<file path="config.mk">
export PLATFORM = sky130hd
export DESIGN_NAME = apsc_top
export DESIGN_NICKNAME = d
export VERILOG_FILES = /design/src/rtl/apsc_pkg.sv /design/src/rtl/apsc_top.sv /design/src/rtl/apsc_rx_parse.sv /design/src/rtl/apsc_dec_fmt.sv
export VERILOG_INCLUDE_DIRS = /design/src /design/src/rtl
export SDC_FILE = /design/constraint.sdc
export NUM_CORES = 1
export LEC_CHECK = 0
export CORE_AREA = 5 5 201 301
export CTS_BUF_LIST = sky130_fd_sc_hd__clkbuf_16
export DETAILED_ROUTE_END_ITERATION = 8
export DIE_AREA = 0 0 206 306
export DONT_BUFFER_PORTS = 1
export SLEW_MARGIN = 30
export SYNTH_ARGS = -nofsm -noshare
export SYNTH_HDL_FRONTEND = slang
export SYNTH_SLANG_ARGS = --single-unit
</file>
<file path="constraint.sdc">
create_clock -name core_clk -period 28.6 [get_ports core_clk]
set_clock_uncertainty 0.15 [all_clocks]
set_input_delay 1.43 -clock core_clk [delete_from_list [all_inputs] [get_ports core_clk]]
set_output_delay 1.43 -clock core_clk [all_outputs]
set_load 0.005 [all_outputs]
</file>
<file path="src/rtl/apsc_defines.svh">
`ifndef APSC_DEFINES_SVH
`define APSC_DEFINES_SVH
// register numbers and reset values
`define APSC_REG_PGAIN 16'h0015
`define APSC_REG_DGAIN 16'h0016
`define APSC_PGAIN_RST 16'h0000
`define APSC_DGAIN_RST 16'h0000
`define APSC_SETPT_RST 16'h0000
// address letters
`define APSC_ADDR_RST 8'h41
`define APSC_ADDR_STREAM 8'h40
`define APSC_LET_Z 8'h5a
// characters of the command and reply syntax
`define APSC_CH_STAR 8'h2a
`define APSC_CH_EQ 8'h3d
`define APSC_CH_CR 8'h0d
`define APSC_CH_SPACE 8'h20
`define APSC_CH_PLUS 8'h2b
`define APSC_CH_MINUS 8'h2d
`define APSC_CH_ZERO 8'h30
`define APSC_CH_NINE 8'h39
`define APSC_CH_RD_UC 8'h52
`define APSC_CH_RD_LC 8'h72
`define APSC_CH_WR_UC 8'h57
`define APSC_CH_WR_LC 8'h77
// timing
`define APSC_CLK_HZ 20000000
`define APSC_STREAM_MS 50
`define APSC_BAUD 19200
// sizes
`define APSC_DIGITS 5
`define APSC_LINE_LEN 16
`endif

</file>
<file path="src/rtl/apsc_pkg.sv">
package apsc_pkg;
   // command kinds reported by the line parser
   typedef enum logic [2:0] {
      K_NONE, K_SETADDR, K_READ, K_WRITE, K_POLL, K_SETPT
   } apsc_kind_t;

   typedef struct packed {
      apsc_kind_t kind;
      logic [7:0] letter;
      logic [15:0] num_a;
      logic [15:0] num_b;
   } apsc_cmd_t;

   // one reply line: optional prefix, value, optional separator and second value
   typedef struct packed {
      logic [15:0] val0;
      logic [15:0] val1;
      logic [7:0] pre0;
      logic [7:0] sep;
      logic two;
      logic pad;
   } apsc_job_t;

   typedef enum logic [3:0] {
      P_START = 4'h0, P_STAR = 4'h1, P_AT = 4'h3, P_ATEQ = 4'h2, P_ATLET = 4'h6,
      P_REG = 4'h7, P_VAL = 4'h5, P_LET = 4'h4, P_LNUM = 4'hc, P_NUM = 4'hd,
      P_BAD = 4'hf
   } apsc_pst_t;

   typedef enum logic [2:0] {
      S_IDLE = 3'h0, S_CONV = 3'h1, S_WAIT = 3'h3, S_DIGS = 3'h2, S_TERM = 3'h6,
      S_SEND = 3'h7
   } apsc_sst_t;
endpackage

</file>
<file path="src/rtl/apsc_top.sv">
`timescale 1ns/1ps
`include "apsc_defines.svh"
module apsc_top import apsc_pkg::*; #(
   parameter int STREAM_CYCLES = `APSC_STREAM_MS * (`APSC_CLK_HZ / 1000)
) (
   input wire logic core_clk,
   input wire logic rst,
   input wire logic [7:0] rx_data,
   input wire logic rx_valid,
   output logic [7:0] tx_data,
   output logic tx_valid,
   input wire logic tx_ready,
   input wire logic signed [15:0] pressure,
   input wire logic ctrl_variant_pin,
   input wire logic rs485_variant_pin,
   output logic [15:0] uart_baud_div,
   output logic [15:0] p_gain,
   output logic [15:0] d_gain,
   output logic [15:0] setpoint,
   output logic [7:0] unit_addr,
   output logic streaming
);
   typedef struct packed {
      logic [1:0] ctl_sync;
      logic [1:0] r485_sync;
      logic [7:0] addr;
      logic [15:0] pgain;
      logic [15:0] dgain;
      logic [15:0] setpt;
      logic pend_v;
      apsc_job_t pend;
      logic due;
      logic [31:0] tmr;
      apsc_sst_t st;
      apsc_job_t job;
      logic seg;
      logic [2:0] idx;
      logic lead;
      logic [`APSC_LINE_LEN-1:0][7:0] lbuf;
      logic [3:0] wptr;
      logic [3:0] rptr;
      logic [7:0] txd;
      logic fstart;
   } apsc_top_st_t;

   apsc_top_st_t s_q, s_d;
   apsc_cmd_t cmd;
   logic cmd_valid;
   logic [`APSC_DIGITS-1:0][3:0] digs;
   logic fmt_done;
   logic is_ctl;
   logic is_485;
   logic strm;
   logic [3:0] dval;

   apsc_rx_parse u_parse (
      .core_clk(core_clk),
      .rst(rst),
      .rx_data(rx_data),
      .rx_valid(rx_valid),
      .cmd(cmd),
      .cmd_valid(cmd_valid)
   );

   apsc_dec_fmt u_fmt (
      .core_clk(core_clk),
      .rst(rst),
      .start(s_q.fstart),
      .value(s_q.seg ? s_q.job.val1 : s_q.job.val0),
      .digits(digs),
      .done(fmt_done)
   );

   // a data line snapshot: sign and magnitude of pressure, set-point for controllers
   function automatic apsc_job_t data_job(input logic signed [15:0] p, input logic ctl,
                                          input logic [15:0] sp);
      apsc_job_t j;
      j.pre0 = p[15] ? `APSC_CH_MINUS : `APSC_CH_PLUS;
      j.val0 = p[15] ? 16'(-p) : p;
      j.two = ctl;
      j.sep = `APSC_CH_SPACE;
      j.val1 = sp;
      j.pad = 1'b1;
      return j;
   endfunction

   // reply to a read or write: number, optionally '=' and a second number
   function automatic apsc_job_t num_job(input logic [15:0] a, input logic two,
                                         input logic [15:0] b);
      apsc_job_t j;
      j.pre0 = 8'h00;
      j.val0 = a;
      j.two = two;
      j.sep = `APSC_CH_EQ;
      j.val1 = b;
      j.pad = 1'b0;
      return j;
   endfunction

   // straps come from pins, so only the second sync stage is looked at
   assign is_ctl = s_q.ctl_sync[1];
   assign is_485 = s_q.r485_sync[1];
   assign strm = (s_q.addr == `APSC_ADDR_STREAM) && !is_485;
   assign dval = digs[s_q.idx];

   always_comb begin
      s_d = s_q;
      s_d.ctl_sync = {s_q.ctl_sync[0], ctrl_variant_pin};
      s_d.r485_sync = {s_q.r485_sync[0], rs485_variant_pin};
      s_d.fstart = 1'b0;

      // stream pacing: one line every period while streaming
      if (strm) begin
         if (s_q.tmr == 32'(STREAM_CYCLES - 1)) begin
            s_d.tmr = 32'h0000_0000;
            s_d.due = 1'b1;
         end else begin
            s_d.tmr = s_q.tmr + 32'h0000_0001;
         end
      end else begin
         s_d.tmr = 32'h0000_0000;
         s_d.due = 1'b0;
      end

      // reply sequencer: fill the line buffer, then shift it out
      unique case (s_q.st)
         S_IDLE: begin
            if (s_q.pend_v || s_q.due) begin
               s_d.job = s_q.pend_v ? s_q.pend : data_job(pressure, is_ctl, s_q.setpt);
               if (s_q.pend_v) begin
                  s_d.pend_v = 1'b0;
               end else begin
                  // a tick landing in the same cycle as the take must not be lost
                  s_d.due = strm && (s_q.tmr == 32'(STREAM_CYCLES - 1));
               end
               s_d.seg = 1'b0;
               s_d.wptr = 4'h0;
               s_d.st = S_CONV;
            end
         end
         S_CONV: begin
            if (s_q.seg) begin
               s_d.lbuf[s_q.wptr] = s_q.job.sep;
               s_d.wptr = s_q.wptr + 4'h1;
            end else if (s_q.job.pre0 != 8'h00) begin
               s_d.lbuf[s_q.wptr] = s_q.job.pre0;
               s_d.wptr = s_q.wptr + 4'h1;
            end
            s_d.fstart = 1'b1;
            s_d.lead = !s_q.job.pad;
            s_d.idx = 3'd0;
            s_d.st = S_WAIT;
         end
         S_WAIT: begin
            if (fmt_done) begin
               s_d.st = S_DIGS;
            end
         end
         S_DIGS: begin
            // leading zeros suppressed for replies, kept for fixed-width data lines
            if (!(s_q.lead && dval == 4'h0 && s_q.idx != 3'(`APSC_DIGITS - 1))) begin
               s_d.lbuf[s_q.wptr] = {4'h3, dval};
               s_d.wptr = s_q.wptr + 4'h1;
               s_d.lead = 1'b0;
            end
            s_d.idx = s_q.idx + 3'd1;
            if (s_q.idx == 3'(`APSC_DIGITS - 1)) begin
               if (!s_q.seg && s_q.job.two) begin
                  s_d.seg = 1'b1;
                  s_d.st = S_CONV;
               end else begin
                  s_d.st = S_TERM;
               end
            end
         end
         S_TERM: begin
            s_d.lbuf[s_q.wptr] = `APSC_CH_CR;
            s_d.wptr = s_q.wptr + 4'h1;
            s_d.rptr = 4'h0;
            s_d.txd = s_q.lbuf[0];
            s_d.st = S_SEND;
         end
         S_SEND: begin
            if (tx_ready) begin
               s_d.rptr = s_q.rptr + 4'h1;
               s_d.txd = s_q.lbuf[s_q.rptr + 4'h1];
               if (s_q.rptr + 4'h1 == s_q.wptr) begin
                  s_d.st = S_IDLE;
               end
            end
         end
         default: s_d.st = S_IDLE;
      endcase

      // command effects; a new reply overrides a taken one in the same cycle
      if (cmd_valid) begin
         unique case (cmd.kind)
            K_SETADDR: begin
               // no address filter: every unit on the line takes it, save that an rs485 unit refuses the at-sign
               if (cmd.letter != `APSC_ADDR_STREAM || !is_485) begin
                  s_d.addr = cmd.letter;
               end
            end
            K_READ: begin
               if (cmd.num_a == `APSC_REG_PGAIN) begin
                  s_d.pend = num_job(s_q.pgain, 1'b0, 16'h0000);
                  s_d.pend_v = 1'b1;
               end else if (cmd.num_a == `APSC_REG_DGAIN) begin
                  s_d.pend = num_job(s_q.dgain, 1'b0, 16'h0000);
                  s_d.pend_v = 1'b1;
               end
            end
            K_WRITE: begin
               if (cmd.num_a == `APSC_REG_PGAIN) begin
                  s_d.pgain = cmd.num_b;
                  s_d.pend = num_job(cmd.num_a, 1'b1, cmd.num_b);
                  s_d.pend_v = 1'b1;
               end else if (cmd.num_a == `APSC_REG_DGAIN) begin
                  s_d.dgain = cmd.num_b;
                  s_d.pend = num_job(cmd.num_a, 1'b1, cmd.num_b);
                  s_d.pend_v = 1'b1;
               end
            end
            K_POLL: begin
               if (cmd.letter == s_q.addr) begin
                  s_d.pend = data_job(pressure, is_ctl, s_q.setpt);
                  s_d.pend_v = 1'b1;
               end
            end
            K_SETPT: begin
               // a bare number is accepted only while streaming
               if (cmd.letter == s_q.addr || (cmd.letter == 8'h00 && strm)) begin
                  s_d.setpt = cmd.num_b;
               end
            end
            default: s_d.pend_v = s_d.pend_v;
         endcase
      end
   end

   always_ff @(posedge core_clk or posedge rst) begin
      if (rst) begin
         s_q <= '0;
         s_q.addr <= `APSC_ADDR_RST;
         s_q.pgain <= `APSC_PGAIN_RST;
         s_q.dgain <= `APSC_DGAIN_RST;
         s_q.setpt <= `APSC_SETPT_RST;
         s_q.st <= S_IDLE;
      end else begin
         s_q <= s_d;
      end
   end

   // outputs; the external uart takes its divisor from here
   assign uart_baud_div = 16'(`APSC_CLK_HZ / `APSC_BAUD);
   assign tx_data = s_q.txd;
   assign tx_valid = (s_q.st == S_SEND);
   assign p_gain = s_q.pgain;
   assign d_gain = s_q.dgain;
   assign setpoint = s_q.setpt;
   assign unit_addr = s_q.addr;
   assign streaming = strm;
endmodule

</file>
<file path="src/rtl/apsc_rx_parse.sv">
`timescale 1ns/1ps
`include "apsc_defines.svh"
module apsc_rx_parse import apsc_pkg::*; (
   input wire logic core_clk,
   input wire logic rst,
   input wire logic [7:0] rx_data,
   input wire logic rx_valid,
   output apsc_cmd_t cmd,
   output logic cmd_valid
);
   typedef struct packed {
      apsc_pst_t st;
      logic wr;
      logic dig;
      logic ovf;
      logic [15:0] acc;
      apsc_cmd_t cmd;
      logic vld;
   } apsc_prs_t;

   apsc_prs_t s_q, s_d;
   logic is_dig;
   logic is_let;
   logic in_num;
   logic [20:0] prod;

   // characters are classified as they arrive; nothing acts before the line end
   always_comb begin
      s_d = s_q;
      s_d.vld = 1'b0;
      is_dig = (rx_data >= `APSC_CH_ZERO) && (rx_data <= `APSC_CH_NINE);
      is_let = (rx_data >= `APSC_ADDR_RST) && (rx_data <= `APSC_LET_Z);
      in_num = (s_q.st == P_REG) || (s_q.st == P_VAL) || (s_q.st == P_LNUM)
         || (s_q.st == P_NUM);
      prod = {5'h00, s_q.acc} * 21'd10 + {17'h00000, rx_data[3:0]};
      if (rx_valid) begin
         if (rx_data == `APSC_CH_CR) begin
            s_d.st = P_START;
            s_d.cmd.kind = K_NONE;
            unique case (s_q.st)
               P_ATLET: s_d.cmd.kind = K_SETADDR;
               P_REG: begin
                  if (!s_q.wr && s_q.dig && !s_q.ovf) begin
                     s_d.cmd.kind = K_READ;
                     s_d.cmd.num_a = s_q.acc;
                  end
               end
               P_VAL: begin
                  if (s_q.dig && !s_q.ovf) begin
                     s_d.cmd.kind = K_WRITE;
                     s_d.cmd.num_b = s_q.acc;
                  end
               end
               P_LET: s_d.cmd.kind = K_POLL;
               P_LNUM, P_NUM: begin
                  if (!s_q.ovf) begin
                     s_d.cmd.kind = K_SETPT;
                     s_d.cmd.num_b = s_q.acc;
                  end
               end
               default: s_d.cmd.kind = K_NONE;
            endcase
            s_d.vld = (s_d.cmd.kind != K_NONE);
         end else if (is_dig && in_num) begin
            // 16-bit accumulate; anything above 65535 spoils the line
            s_d.acc = prod[15:0];
            s_d.ovf = s_q.ovf | (|prod[20:16]);
            s_d.dig = 1'b1;
         end else begin
            // backspace, delete and any stray byte fall through to a dead line
            s_d.st = P_BAD;
            s_d.acc = {12'h000, rx_data[3:0]};
            s_d.dig = 1'b1;
            s_d.ovf = 1'b0;
            unique case (s_q.st)
               P_START: begin
                  if (rx_data == `APSC_CH_STAR) begin
                     s_d.st = P_STAR;
                  end else if (is_let) begin
                     s_d.st = P_LET;
                     s_d.cmd.letter = rx_data;
                  end else if (is_dig) begin
                     s_d.st = P_NUM;
                     s_d.cmd.letter = 8'h00;
                  end
               end
               P_STAR: begin
                  s_d.acc = 16'h0000;
                  s_d.dig = 1'b0;
                  if (rx_data == `APSC_ADDR_STREAM) begin
                     s_d.st = P_AT;
                  end else if (rx_data == `APSC_CH_RD_UC || rx_data == `APSC_CH_RD_LC) begin
                     s_d.st = P_REG;
                     s_d.wr = 1'b0;
                  end else if (rx_data == `APSC_CH_WR_UC || rx_data == `APSC_CH_WR_LC) begin
                     s_d.st = P_REG;
                     s_d.wr = 1'b1;
                  end
               end
               P_AT: begin
                  if (rx_data == `APSC_CH_EQ) begin
                     s_d.st = P_ATEQ;
                  end
               end
               P_ATEQ: begin
                  if (is_let || rx_data == `APSC_ADDR_STREAM) begin
                     s_d.st = P_ATLET;
                     s_d.cmd.letter = rx_data;
                  end
               end
               P_REG: begin
                  if (rx_data == `APSC_CH_EQ && s_q.wr && s_q.dig && !s_q.ovf) begin
                     s_d.st = P_VAL;
                     s_d.cmd.num_a = s_q.acc;
                     s_d.acc = 16'h0000;
                     s_d.dig = 1'b0;
                  end
               end
               P_LET: begin
                  if (is_dig) begin
                     s_d.st = P_LNUM;
                  end
               end
               default: s_d.st = P_BAD;
            endcase
         end
      end
   end

   always_ff @(posedge core_clk or posedge rst) begin
      if (rst) begin
         s_q <= '0;
      end else begin
         s_q <= s_d;
      end
   end

   assign cmd = s_q.cmd;
   assign cmd_valid = s_q.vld;
endmodule

</file>
<file path="src/rtl/apsc_dec_fmt.sv">
`timescale 1ns/1ps
`include "apsc_defines.svh"
module apsc_dec_fmt import apsc_pkg::*; (
   input wire logic core_clk,
   input wire logic rst,
   input wire logic start,
   input wire logic [15:0] value,
   output logic [`APSC_DIGITS-1:0][3:0] digits,
   output logic done
);
   typedef struct packed {
      logic busy;
      logic [2:0] idx;
      logic [15:0] rem;
      logic [3:0] cnt;
      logic [`APSC_DIGITS-1:0][3:0] digs;
      logic done;
   } apsc_fmt_t;

   apsc_fmt_t s_q, s_d;
   logic [15:0] pow;

   // repeated subtraction: slow but needs no divider, one number takes up to ~50 cycles
   always_comb begin
      s_d = s_q;
      s_d.done = 1'b0;
      unique case (s_q.idx)
         3'd0: pow = 16'd10000;
         3'd1: pow = 16'd1000;
         3'd2: pow = 16'd100;
         3'd3: pow = 16'd10;
         default: pow = 16'd1;
      endcase
      if (start) begin
         s_d.busy = 1'b1;
         s_d.idx = 3'd0;
         s_d.rem = value;
         s_d.cnt = 4'h0;
      end else if (s_q.busy) begin
         if (s_q.rem >= pow) begin
            s_d.rem = s_q.rem - pow;
            s_d.cnt = s_q.cnt + 4'h1;
         end else begin
            s_d.digs[s_q.idx] = s_q.cnt;
            s_d.cnt = 4'h0;
            s_d.idx = s_q.idx + 3'd1;
            if (s_q.idx == 3'(`APSC_DIGITS - 1)) begin
               s_d.busy = 1'b0;
               s_d.done = 1'b1;
            end
         end
      end
   end

   always_ff @(posedge core_clk or posedge rst) begin
      if (rst) begin
         s_q <= '0;
      end else begin
         s_q <= s_d;
      end
   end

   assign digits = s_q.digs;
   assign done = s_q.done;
endmodule

</file>
Yosys cells after proc, flatten, opt, wreduce, memory -nomap -nowiden. Cells that the tools add are included.

Add/subtract/negate cells: 9. $mul: 1. $lt $le $gt $ge: 11. Equal/unequal tests: 59. Muxes and demuxes: 104. Bitwise operators: 10. Reduce and logical (&&, ||, !) cells: 74.

Operator list (number): bitwise mux 128 bit (3); one-hot mux 128 bit (3 select lines) (1); 2-to-1 mux 51 bit (6); 2-to-1 mux 132 bit (2); 2-to-1 mux 16 bit (11); one-hot mux 50 bit (3 select lines) (1); 2-to-1 mux 133 bit (1); bitwise AND 80 bit (1); inverter 80 bit (1); one-hot mux 16 bit (2 select lines) (2); one-hot mux 14 bit (4 select lines) (1); 2-to-1 mux 54 bit (1); 2-to-1 mux 4 bit (13); 2-to-1 mux 50 bit (1); equality test 8 x 7 -> 1 bit (second input constant) (6); 2-to-1 mux 8 bit (6); bitwise OR 48 bit (1); 2-to-1 mux 45 bit (1); 2-to-1 mux 33 bit (1); adder 32 x 1 -> 32 bit (second input constant) (1); binary-select mux 8 bit (select 4 bit) (1); demux 8 bit (select 4 bit) (1); equality test 16 x 5 -> 1 bit (second input constant) (2); equality test 32 x 20 -> 1 bit (second input constant) (1); other kinds (72) (202).

Register bits after elaboration: 459. Bits of input ports: 30. Output and inout bits: 82. Word-level logic and storage cells: 333.

Longest topological paths before layout. Gate-level depths: netlist (run 1).

Depth after elaboration: 10. Gate-level depth with buffers: 14. Gate-level depth less buffers: 12.

Modules after synthesis. Synthesis (run 1) repeated with hierarchy kept, for this count alone.

Cell total of the unflattened synthesis: 2142. Area total of the unflattened synthesis: 23767.8 µm².

Modules (own cells, without submodules): apsc_top (instances 1, cells each 1391, area an instance 16358.2 µm², seq. area each 8085.3 µm²); apsc_rx_parse (instances 1, cells each 458, area an instance 4508.1 µm², seq. area each 1676.6 µm²); apsc_dec_fmt (instances 1, cells each 293, area an instance 2901.5 µm², seq. area each 1126.1 µm²).

Worst setup path after synthesis (run 1). OpenSTA, ideal clock, no wires.

Path kind: input port to flip-flop. From: in rx_data[0]. To: reg u_parse.s_q (netlist bit u_parse.cmd[0]). Arrival: 3.414 ns. Required time: 28.325 ns. Slack: 24.911 ns. Stages on the path: 7. Path buffers: 2. Path through: clkbuf_1 > nand4_1 > nor3_1 > nand2_1 > nor2_1 > buf_4 > mux2_2.

Longest elaborated chain between the ends: 2.

Ends and longest elaborated chain: start, declared (RTL line apsc_top.sv:8) `input wire logic [7:0] rx_data,`; equality test 8 x 4 -> 1 bit (no line); AND reduction 5 bit (no line); end signal, assigned (RTL line apsc_rx_parse.sv:132) `s_q <= '0;`; end signal, assigned (RTL line apsc_rx_parse.sv:134) `s_q <= s_d;`; end, declared (RTL line apsc_rx_parse.sv:21) `apsc_prs_t s_q, s_d;`.

No other way between the ends. A chain may end at the register's enable or synchronous reset.

Final worst setup path (run 1).
From: reg u_fmt.s_q[41] in the netlist's numbering. To: reg u_fmt.s_q[33] in the netlist's numbering.

Longest elaborated chain between the ends: 6.

Ends and longest elaborated chain: start, declared (RTL line apsc_dec_fmt.sv:20) `apsc_fmt_t s_q, s_d;`; start signal, assigned (RTL line apsc_dec_fmt.sv:57) `s_q <= '0;`; start signal, assigned (RTL line apsc_dec_fmt.sv:59) `s_q <= s_d;`; equality test 3 x 2 -> 1 bit, or another cell as far along (RTL line apsc_dec_fmt.sv:27) `unique case (s_q.idx)`; one-hot mux 14 bit (4 select lines) * (RTL line apsc_dec_fmt.sv:27); subtractor 16 x 14 -> 16 bit (RTL line apsc_dec_fmt.sv:41) `s_d.rem = s_q.rem - pow;`; 2-to-1 mux 16 bit (RTL line apsc_dec_fmt.sv:40) `if (s_q.rem >= pow) begin`; 2-to-1 mux 45 bit (RTL line apsc_dec_fmt.sv:39) `end else if (s_q.busy) begin`; 2-to-1 mux 24 bit (RTL line apsc_dec_fmt.sv:34) `if (start) begin`.

Every way passes the cells marked *; elsewhere a longest branch is shown, timed or not. The select of a mux whose other input is x is not followed.

==> results of run 1 <==
## routing by layer
metal  GRT usage [%]  share of wire, %
met2            31.1                52
met5               0                 0
met1            20.0                39
met3            4.21               5.6
met4            6.13               3.8
## cell type report
cell class	instances	area (um2)
fillers	5382	33000
flip-flops and latches	435	10900
multi-input cells	1423	10800
clock buffers	41	1030
well taps	770	963
clock inverters	33	338
repair buffers	24	195
inverters	45	181
## synth_stat cells, drive strengths merged, types with 7 or more instances
cell type | number | share of area [%]
a21o | 16 | 0.53
a21oi | 62 | 1.4
a22oi | 33 | 1.1
a31oi | 10 | 0.27
and2 | 15 | 0.41
and3 | 15 | 0.41
buf | 104 | 3.3
clkbuf | 73 | 1.2
dfrtp | 433 | 48
ha | 59 | 3.2
inv | 44 | 0.72
mux2 | 206 | 10
mux2i | 48 | 2.1
mux4 | 44 | 4.4
nand2 | 202 | 3.6
nand2b | 15 | 0.41
nand3 | 42 | 1.0
nand4 | 17 | 0.47
nor2 | 128 | 2.5
nor2b | 40 | 1.1
nor3 | 31 | 0.70
nor3b | 9 | 0.34
nor4 | 20 | 0.58
o211ai | 7 | 0.23
o21ai | 164 | 3.6
o31ai | 11 | 0.36
o32a | 11 | 0.48
or3 | 17 | 0.47
xnor2 | 36 | 1.4
xor2 | 53 | 2.0
## cells by family (layout without fill, tap and decap cells)
logic type / Yosys count / after routing / synth area share, %
xor+xnor: 89 / 89 / 3.42
simple gates: 573 / 573 / 12.7
fa+ha+maj: 62 / 62 / 3.50
compound gates: 385 / 385 / 10.6
other cells: 2 / 16 / 0.0329
flops: 435 / 435 / 47.7
buf+inv: 222 / 143 / 5.23
mux: 298 / 298 / 16.7
## critical path: cells and delay by family, from the launching register on
family                     cells  cell delay, ns
buffers and inverters          1            0.14
and+or+nand+nor                2            0.84
adders and majority gates      2            0.61
DFF                            1            0.45
AOI/OAI and AO/OA              7            1.95
## sequential cells by signal, indices dropped and copies added (netlist names), 2 cells and up
| name | cells |
|---|---|
| s_q | 255 |
| u_parse.cmd | 43 |
| u_fmt.s_q | 24 |
| u_parse.s_q | 23 |
| u_fmt.digits | 20 |
| d_gain | 16 |
| p_gain | 16 |
| setpoint | 16 |
| tx_data | 8 |
| unit_addr | 8 |
| s_d | 2 |
## stage by stage
step | area, um2 | worst slack [ns] | power (W) | std cells | utilization [%]
detailed placement | 23000 | 24.31 | 0.00156 | 2697 | 40.1
global placement | 23000 | 24.11 | 0.00154 | 2696 | 40.1
floorplan | 22900 | 14.91 | 0.00139 | 2080 | -
CTS | 24400 | 24.35 | 0.00213 | 2771 | 42.5
global route | 24400 | 23.94 | 0.00224 | 2771 | 42.6
finish | 24400 | 24.33 | 0.00211 | 2771 | 42.6
## power by group
group / internal (W) / leakage (nW) / switching, W
registers: 0.000734 / 5.71 / 0.0000985
clock network: 0.000317 / 0.704 / 0.000239
logic: 0.000318 / 4.40 / 0.000403
total: 0.00137 / 10.8 / 0.000741
## cell usage in the layout (no fill, tap or decap), drive strengths merged, types with 20 or more instances in the layout
master / synthesis / final
mux2i: 48 / 48
nor3: 31 / 31
o21ai: 164 / 164
nand3: 42 / 42
inv: 44 / 56
nor2: 128 / 128
dfrtp: 433 / 433
nor2b: 40 / 40
xnor2: 36 / 36
nor4: 20 / 20
buf: 104 / 24
a21oi: 62 / 62
xor2: 53 / 53
clkbuf: 73 / 41
nand2: 202 / 202
mux2: 206 / 206
ha: 59 / 59
a22oi: 33 / 33
mux4: 44 / 44
## worst max-delay path by stage
stage	to	slack, ns	from	cells after the start
after floorplan	d_gain[0]	14.91	rst	1
after global placement	u_parse.cmd[21]	24.11	rx_data[7]	6
after detailed placement	u_parse.s_q[46]	24.31	rx_data[7]	7
after CTS	u_fmt.s_q[33]	24.35	u_fmt.s_q[41]	12
after global routing	u_fmt.s_q[33]	23.94	u_fmt.s_q[41]	12
final	u_fmt.s_q[33]	24.33	u_fmt.s_q[41]	12
==> flow_metrics.env, run 1 <==
export IMPL_cts_tree="yes"
export IMPL_synth_warnings=0
export IMPL_setup_viol=0
export IMPL_max_freq_ghz=0.234
export IMPL_cp_required_ns=28.88
export IMPL_numCtsBuffers=41
export IMPL_ir_drop_v=0.0000479
export IMPL_worst_pin_slew_ns=0.857
export IMPL_crit_path_end_kind="flop"
export IMPL_avgSynthCellArea_um2=11.0
export IMPL_viasPerCell=5.44
export IMPL_status="complete, no violations"
export IMPL_final_min_clock_period_ns=4.27
export IMPL_drt_iter0_drc=871
export IMPL_grt_pass1_vias=15700
export IMPL_holdPathStages=0
export IMPL_die_y_um=306
export IMPL_critical_path_slowest_cell="nor2_1"
export IMPL_postCtsHoldBufs=0
export IMPL_cts_max_path_buffers=3
export IMPL_synth_seq_cells=435
export IMPL_ant_nets=0
export IMPL_timing_hold_ws_ns=0.216
export IMPL_max_cap_violations=0
export IMPL_drt_total_wl_um=54800
export IMPL_synthArstFlopShare_pct=100
export IMPL_hold_viol=0
export IMPL_rr_worst_depth=12
export IMPL_worst_hold_path_type="flop to flop"
export IMPL_overflow=0
export IMPL_p_per_area_nw_per_um2=86.3
export IMPL_synth_edf_count=0
export IMPL_ioPinCount=112
export IMPL_dp_hpwl_um=39900
export IMPL_design_die_area_um2=63000
export IMPL_cts_sinks=435
export IMPL_reg2reg_to="u_fmt.s_q[33]"
export IMPL_grt_usage_pct=17.3
export IMPL_cts_resized_gates=0
export IMPL_area_growth_pct=7.16
export IMPL_leakage_nw=10.8
export IMPL_arrival_ns=4.54
export IMPL_coreArea_um2=57400
export IMPL_worst_r2r_setup_slack_ns=24.33
export IMPL_finish_net_count=2062
export IMPL_rsz0062_at_grt="false"
export IMPL_slowest_delay_ns=0.73
export IMPL_netlist_instances=2066
export IMPL_rows=108
export IMPL_initial_core_util_pct=39.7
export IMPL_wl_per_cell_um=19.8
export IMPL_grt_max_degree=130
export IMPL_fin_crit_sh_pct=14.9
export IMPL_start_kind="flop"
export IMPL_crit_reg2reg_launch="u_fmt.s_q[41]"
export IMPL_grt_pass1_wl_um=88100
export IMPL_die_w_um=206
export IMPL_htree_levels=2
export IMPL_firstDrtPassIters=5
export IMPL_synth_area_um2=22800
export IMPL_slew_headroom_pct=42.8
export IMPL_min_from="s_d[344]"
export IMPL_post_cts_setup_buffers=0
export IMPL_antenna_found_initial=0
export IMPL_clock_latency_ns=0.56
export IMPL_slew_violations=0
export IMPL_num_vias=15100
export IMPL_place_congestion=0.852
export IMPL_drc_errors=0
export IMPL_clk_pin_slew_ns=0.07
export IMPL_crit_type="flop to flop"
export IMPL_synth_distinct_cells=86
export IMPL_seq_area_frac_synth_pct=47.7
export IMPL_io_buffer_count=0
export IMPL_ys_flop_type="dfrtp_1"
export IMPL_clockRootBuffer="clkbuf_16"
export IMPL_n_antenna_cell=0
export IMPL_crit_chain="inv_1 > ha_1 > o21ai_0 > ha_1 > a21oi_1 > o21ai_0 > a21oi_1 > o31ai_1 > o211a_1 > nor2_1 > nor3_1 > a221o_1"
export IMPL_holdPathEnd="is_485"
export IMPL_drive_above_1_share_pct=18.9
export IMPL_path_max_fanout=19
export IMPL_tns_ns=0
Note: power is estimated with default switching activity, not from simulation.
==> inputs of run 2 (changes only) <==
==> constraint.sdc (replaced) <==
create_clock -name core_clk -period 3.6 [get_ports core_clk]
set_clock_uncertainty 0.15 [all_clocks]
set_input_delay 0.18 -clock core_clk [delete_from_list [all_inputs] [get_ports core_clk]]
set_output_delay 0.18 -clock core_clk [all_outputs]
set_load 0.005 [all_outputs]
==> flow_metrics.env, run 2 (synthesis results as in run 1) <==
export IMPL_status="complete, no violations"
export IMPL_max_cap_violations=0
export IMPL_num_vias=15600
export IMPL_seq_area_um2=10900
export IMPL_hold_viol=0
export IMPL_die_y_um=306
export IMPL_cts_sinks=435
export IMPL_total_power_w=0.0172
export IMPL_coreArea_um2=57400
export IMPL_die_w_um=206
export IMPL_clock_latency_ns=0.60
export IMPL_fin_crit_sh_pct=95.0
export IMPL_drt_total_wl_um=59000
export IMPL_grt_pass1_vias=16200
export IMPL_worst_pin_slew_ns=0.805
export IMPL_start_kind="flop"
export IMPL_rsz0062_at_grt="true"
export IMPL_largest_register="s_q"
export IMPL_viasPerCell=5.48
export IMPL_clockRootBuffer="clkbuf_16"
export IMPL_finish_net_count=2142
export IMPL_cp_common_cell="ha_1"
export IMPL_placed_cell_area_um2=23300
export IMPL_clk_pin_slew_ns=0.07
export IMPL_max_freq_ghz=0.292
export IMPL_cts_max_path_buffers=3
export IMPL_routed_top_layer="met5"
export IMPL_timing_hold_ws_ns=0.0547
export IMPL_grt_max_degree=85
export IMPL_crit_type="flop to flop"
export IMPL_crit_chain="inv_1 > ha_1 > nand2_1 > ha_1 > nand3_2 > o21bai_1 > a21boi_1 > o31a_1 > o311ai_2 > nand2b_1 > or4_1 > a32oi_1"
export IMPL_n_antenna_cell=0
export IMPL_wl_per_cell_um=20.7
export IMPL_wl_met2_um=32400
export IMPL_rows=108
export IMPL_arrival_ns=3.76
export IMPL_slew_violations=0
export IMPL_slowest_delay_ns=0.52
export IMPL_fillers=5301
export IMPL_postLayoutCellArea_um2=25200
export IMPL_ioPinCount=112
export IMPL_cp_required_ns=3.94
export IMPL_critical_path_slowest_cell="or4_1"
export IMPL_ir_drop_v=0.000407
export IMPL_drt_iter0_drc=1001
export IMPL_htree_levels=2
export IMPL_antenna_found_initial=2
export IMPL_met1Wirelength_um=22900
export IMPL_numCtsBuffers=45
export IMPL_ant_nets=0
export IMPL_design_die_area_um2=63000
export IMPL_cts_tree="yes"
export IMPL_area_growth_pct=10.6
export IMPL_rr_worst_depth=12
export IMPL_final_min_clock_period_ns=3.42
export IMPL_leakage_nw=11.2
export IMPL_crit_path_end_kind="flop"
export IMPL_firstDrtPassIters=6
export IMPL_io_buffer_count=0
export IMPL_worst_hold_path_type="input port to flop"
export IMPL_grt_pass1_wl_um=93700
export IMPL_path_max_fanout=7
export IMPL_slew_headroom_pct=46.0
export IMPL_place_congestion=0.892
export IMPL_multiInputGateArea_um2=10900
export IMPL_layout_commonest_cell="dfrtp_1"
export IMPL_grt_usage_pct=18.7
export IMPL_p_per_area_nw_per_um2=680
export IMPL_holdPathStages=4
export IMPL_dp_hpwl_um=42400
export IMPL_largest_register_ffs=255
export IMPL_setup_viol=0
export IMPL_mostFrequentLayoutCells="dfrtp_1, mux2_2, nand2_1"
export IMPL_initial_core_util_pct=39.7
export IMPL_worst_r2r_setup_slack_ns=0.18
export IMPL_drive_above_1_share_pct=20.4
export IMPL_wl_met3_um=2140
export IMPL_overflow=0
export IMPL_drc_errors=0
run 2: changes by cell type in the layout (fill, tap and decap cells not counted), moves of 3 or more:
cell,delta
a21oi_2,+3
buf_6,-4
a21oi_1,-3
bufinv_16,-4
dlygate4sd3_1,+42
inv_1,-7
clkbuf_16,+4
buf_12,+6
buf_4,+31
clkinv_1,+4
run 2: final timing paths:
kind | startpoint | to
worst max-delay path | u_fmt.s_q[42] | u_fmt.s_q[40]
worst min-delay path | rx_data[3] | u_parse.s_q[63]
worst max register to register | u_fmt.s_q[42] | u_fmt.s_q[40]
worst min register to register | s_d[346] | is_ctl
max in group asynchronous | rst | d_gain[1]
min in group asynchronous | rst | s_q[210]
run 2: area by class of cell:
type | instances | area share, %
Timing Repair Buffer | 100 | 3.77
Tap cell | 770 | 3.82
Sequential cell | 435 | 43.2
Clock buffer | 45 | 4.46
Multi-Input combinational cell | 1423 | 43.1
Clock inverter | 31 | 1.01
Inverter | 45 | 0.684
run 2: worst max-delay path: cells and delay by family, from the launching register on:
family | cells | cell delay [ns]
adders and majority gates | 2 | 0.60
and+or+nand+nor | 4 | 0.91
AOI/OAI and AO/OA | 5 | 1.09
DFF | 1 | 0.45
buffers and inverters | 1 | 0.13
run 2: layer usage:
metal	vias to the layer above	GRT usage, %
met1	7917	22.0
met5	-	0
li1	7265	-
met3	106	2.52
met2	314	35.3
met4	2	5.17
run 2: what timing repair did:
item / CTS / global route
buffers inserted: 0 / 3
cloned: 0 / 0
setup endpoints to repair: 15 / 30
resized for setup: 2 / 12
endpoints found under the hold margin: 377 / 0
pin swaps: 0 / 2
hold buffers: 42 / 0
run 2: report_power, final:
group / switching, W / leakage [nW] / internal, W
Combinational: 0.00336 / 4.76 / 0.00276
Clock: 0.00201 / 0.703 / 0.00244
Sequential: 0.000768 / 5.71 / 0.00583
Total: 0.00613 / 11.2 / 0.0110
run 2: metrics by stage:
| stage | setup TNS, ns | setup WS, ns | utilization [%] | cells |
|---|---|---|---|---|
| global placement | 0 | 0.115 | 40.6 | 2727 |
| CTS | 0 | 0.0190 | 43.8 | 2845 |
| global route | -0.0240 | -0.0135 | 43.9 | 2849 |
| finish | 0 | 0.179 | 43.9 | 2849 |
| floorplan | -1129.35 | -2.60 | - | 2080 |
| detailed placement | 0 | 0.00396 | 40.6 | 2727 |
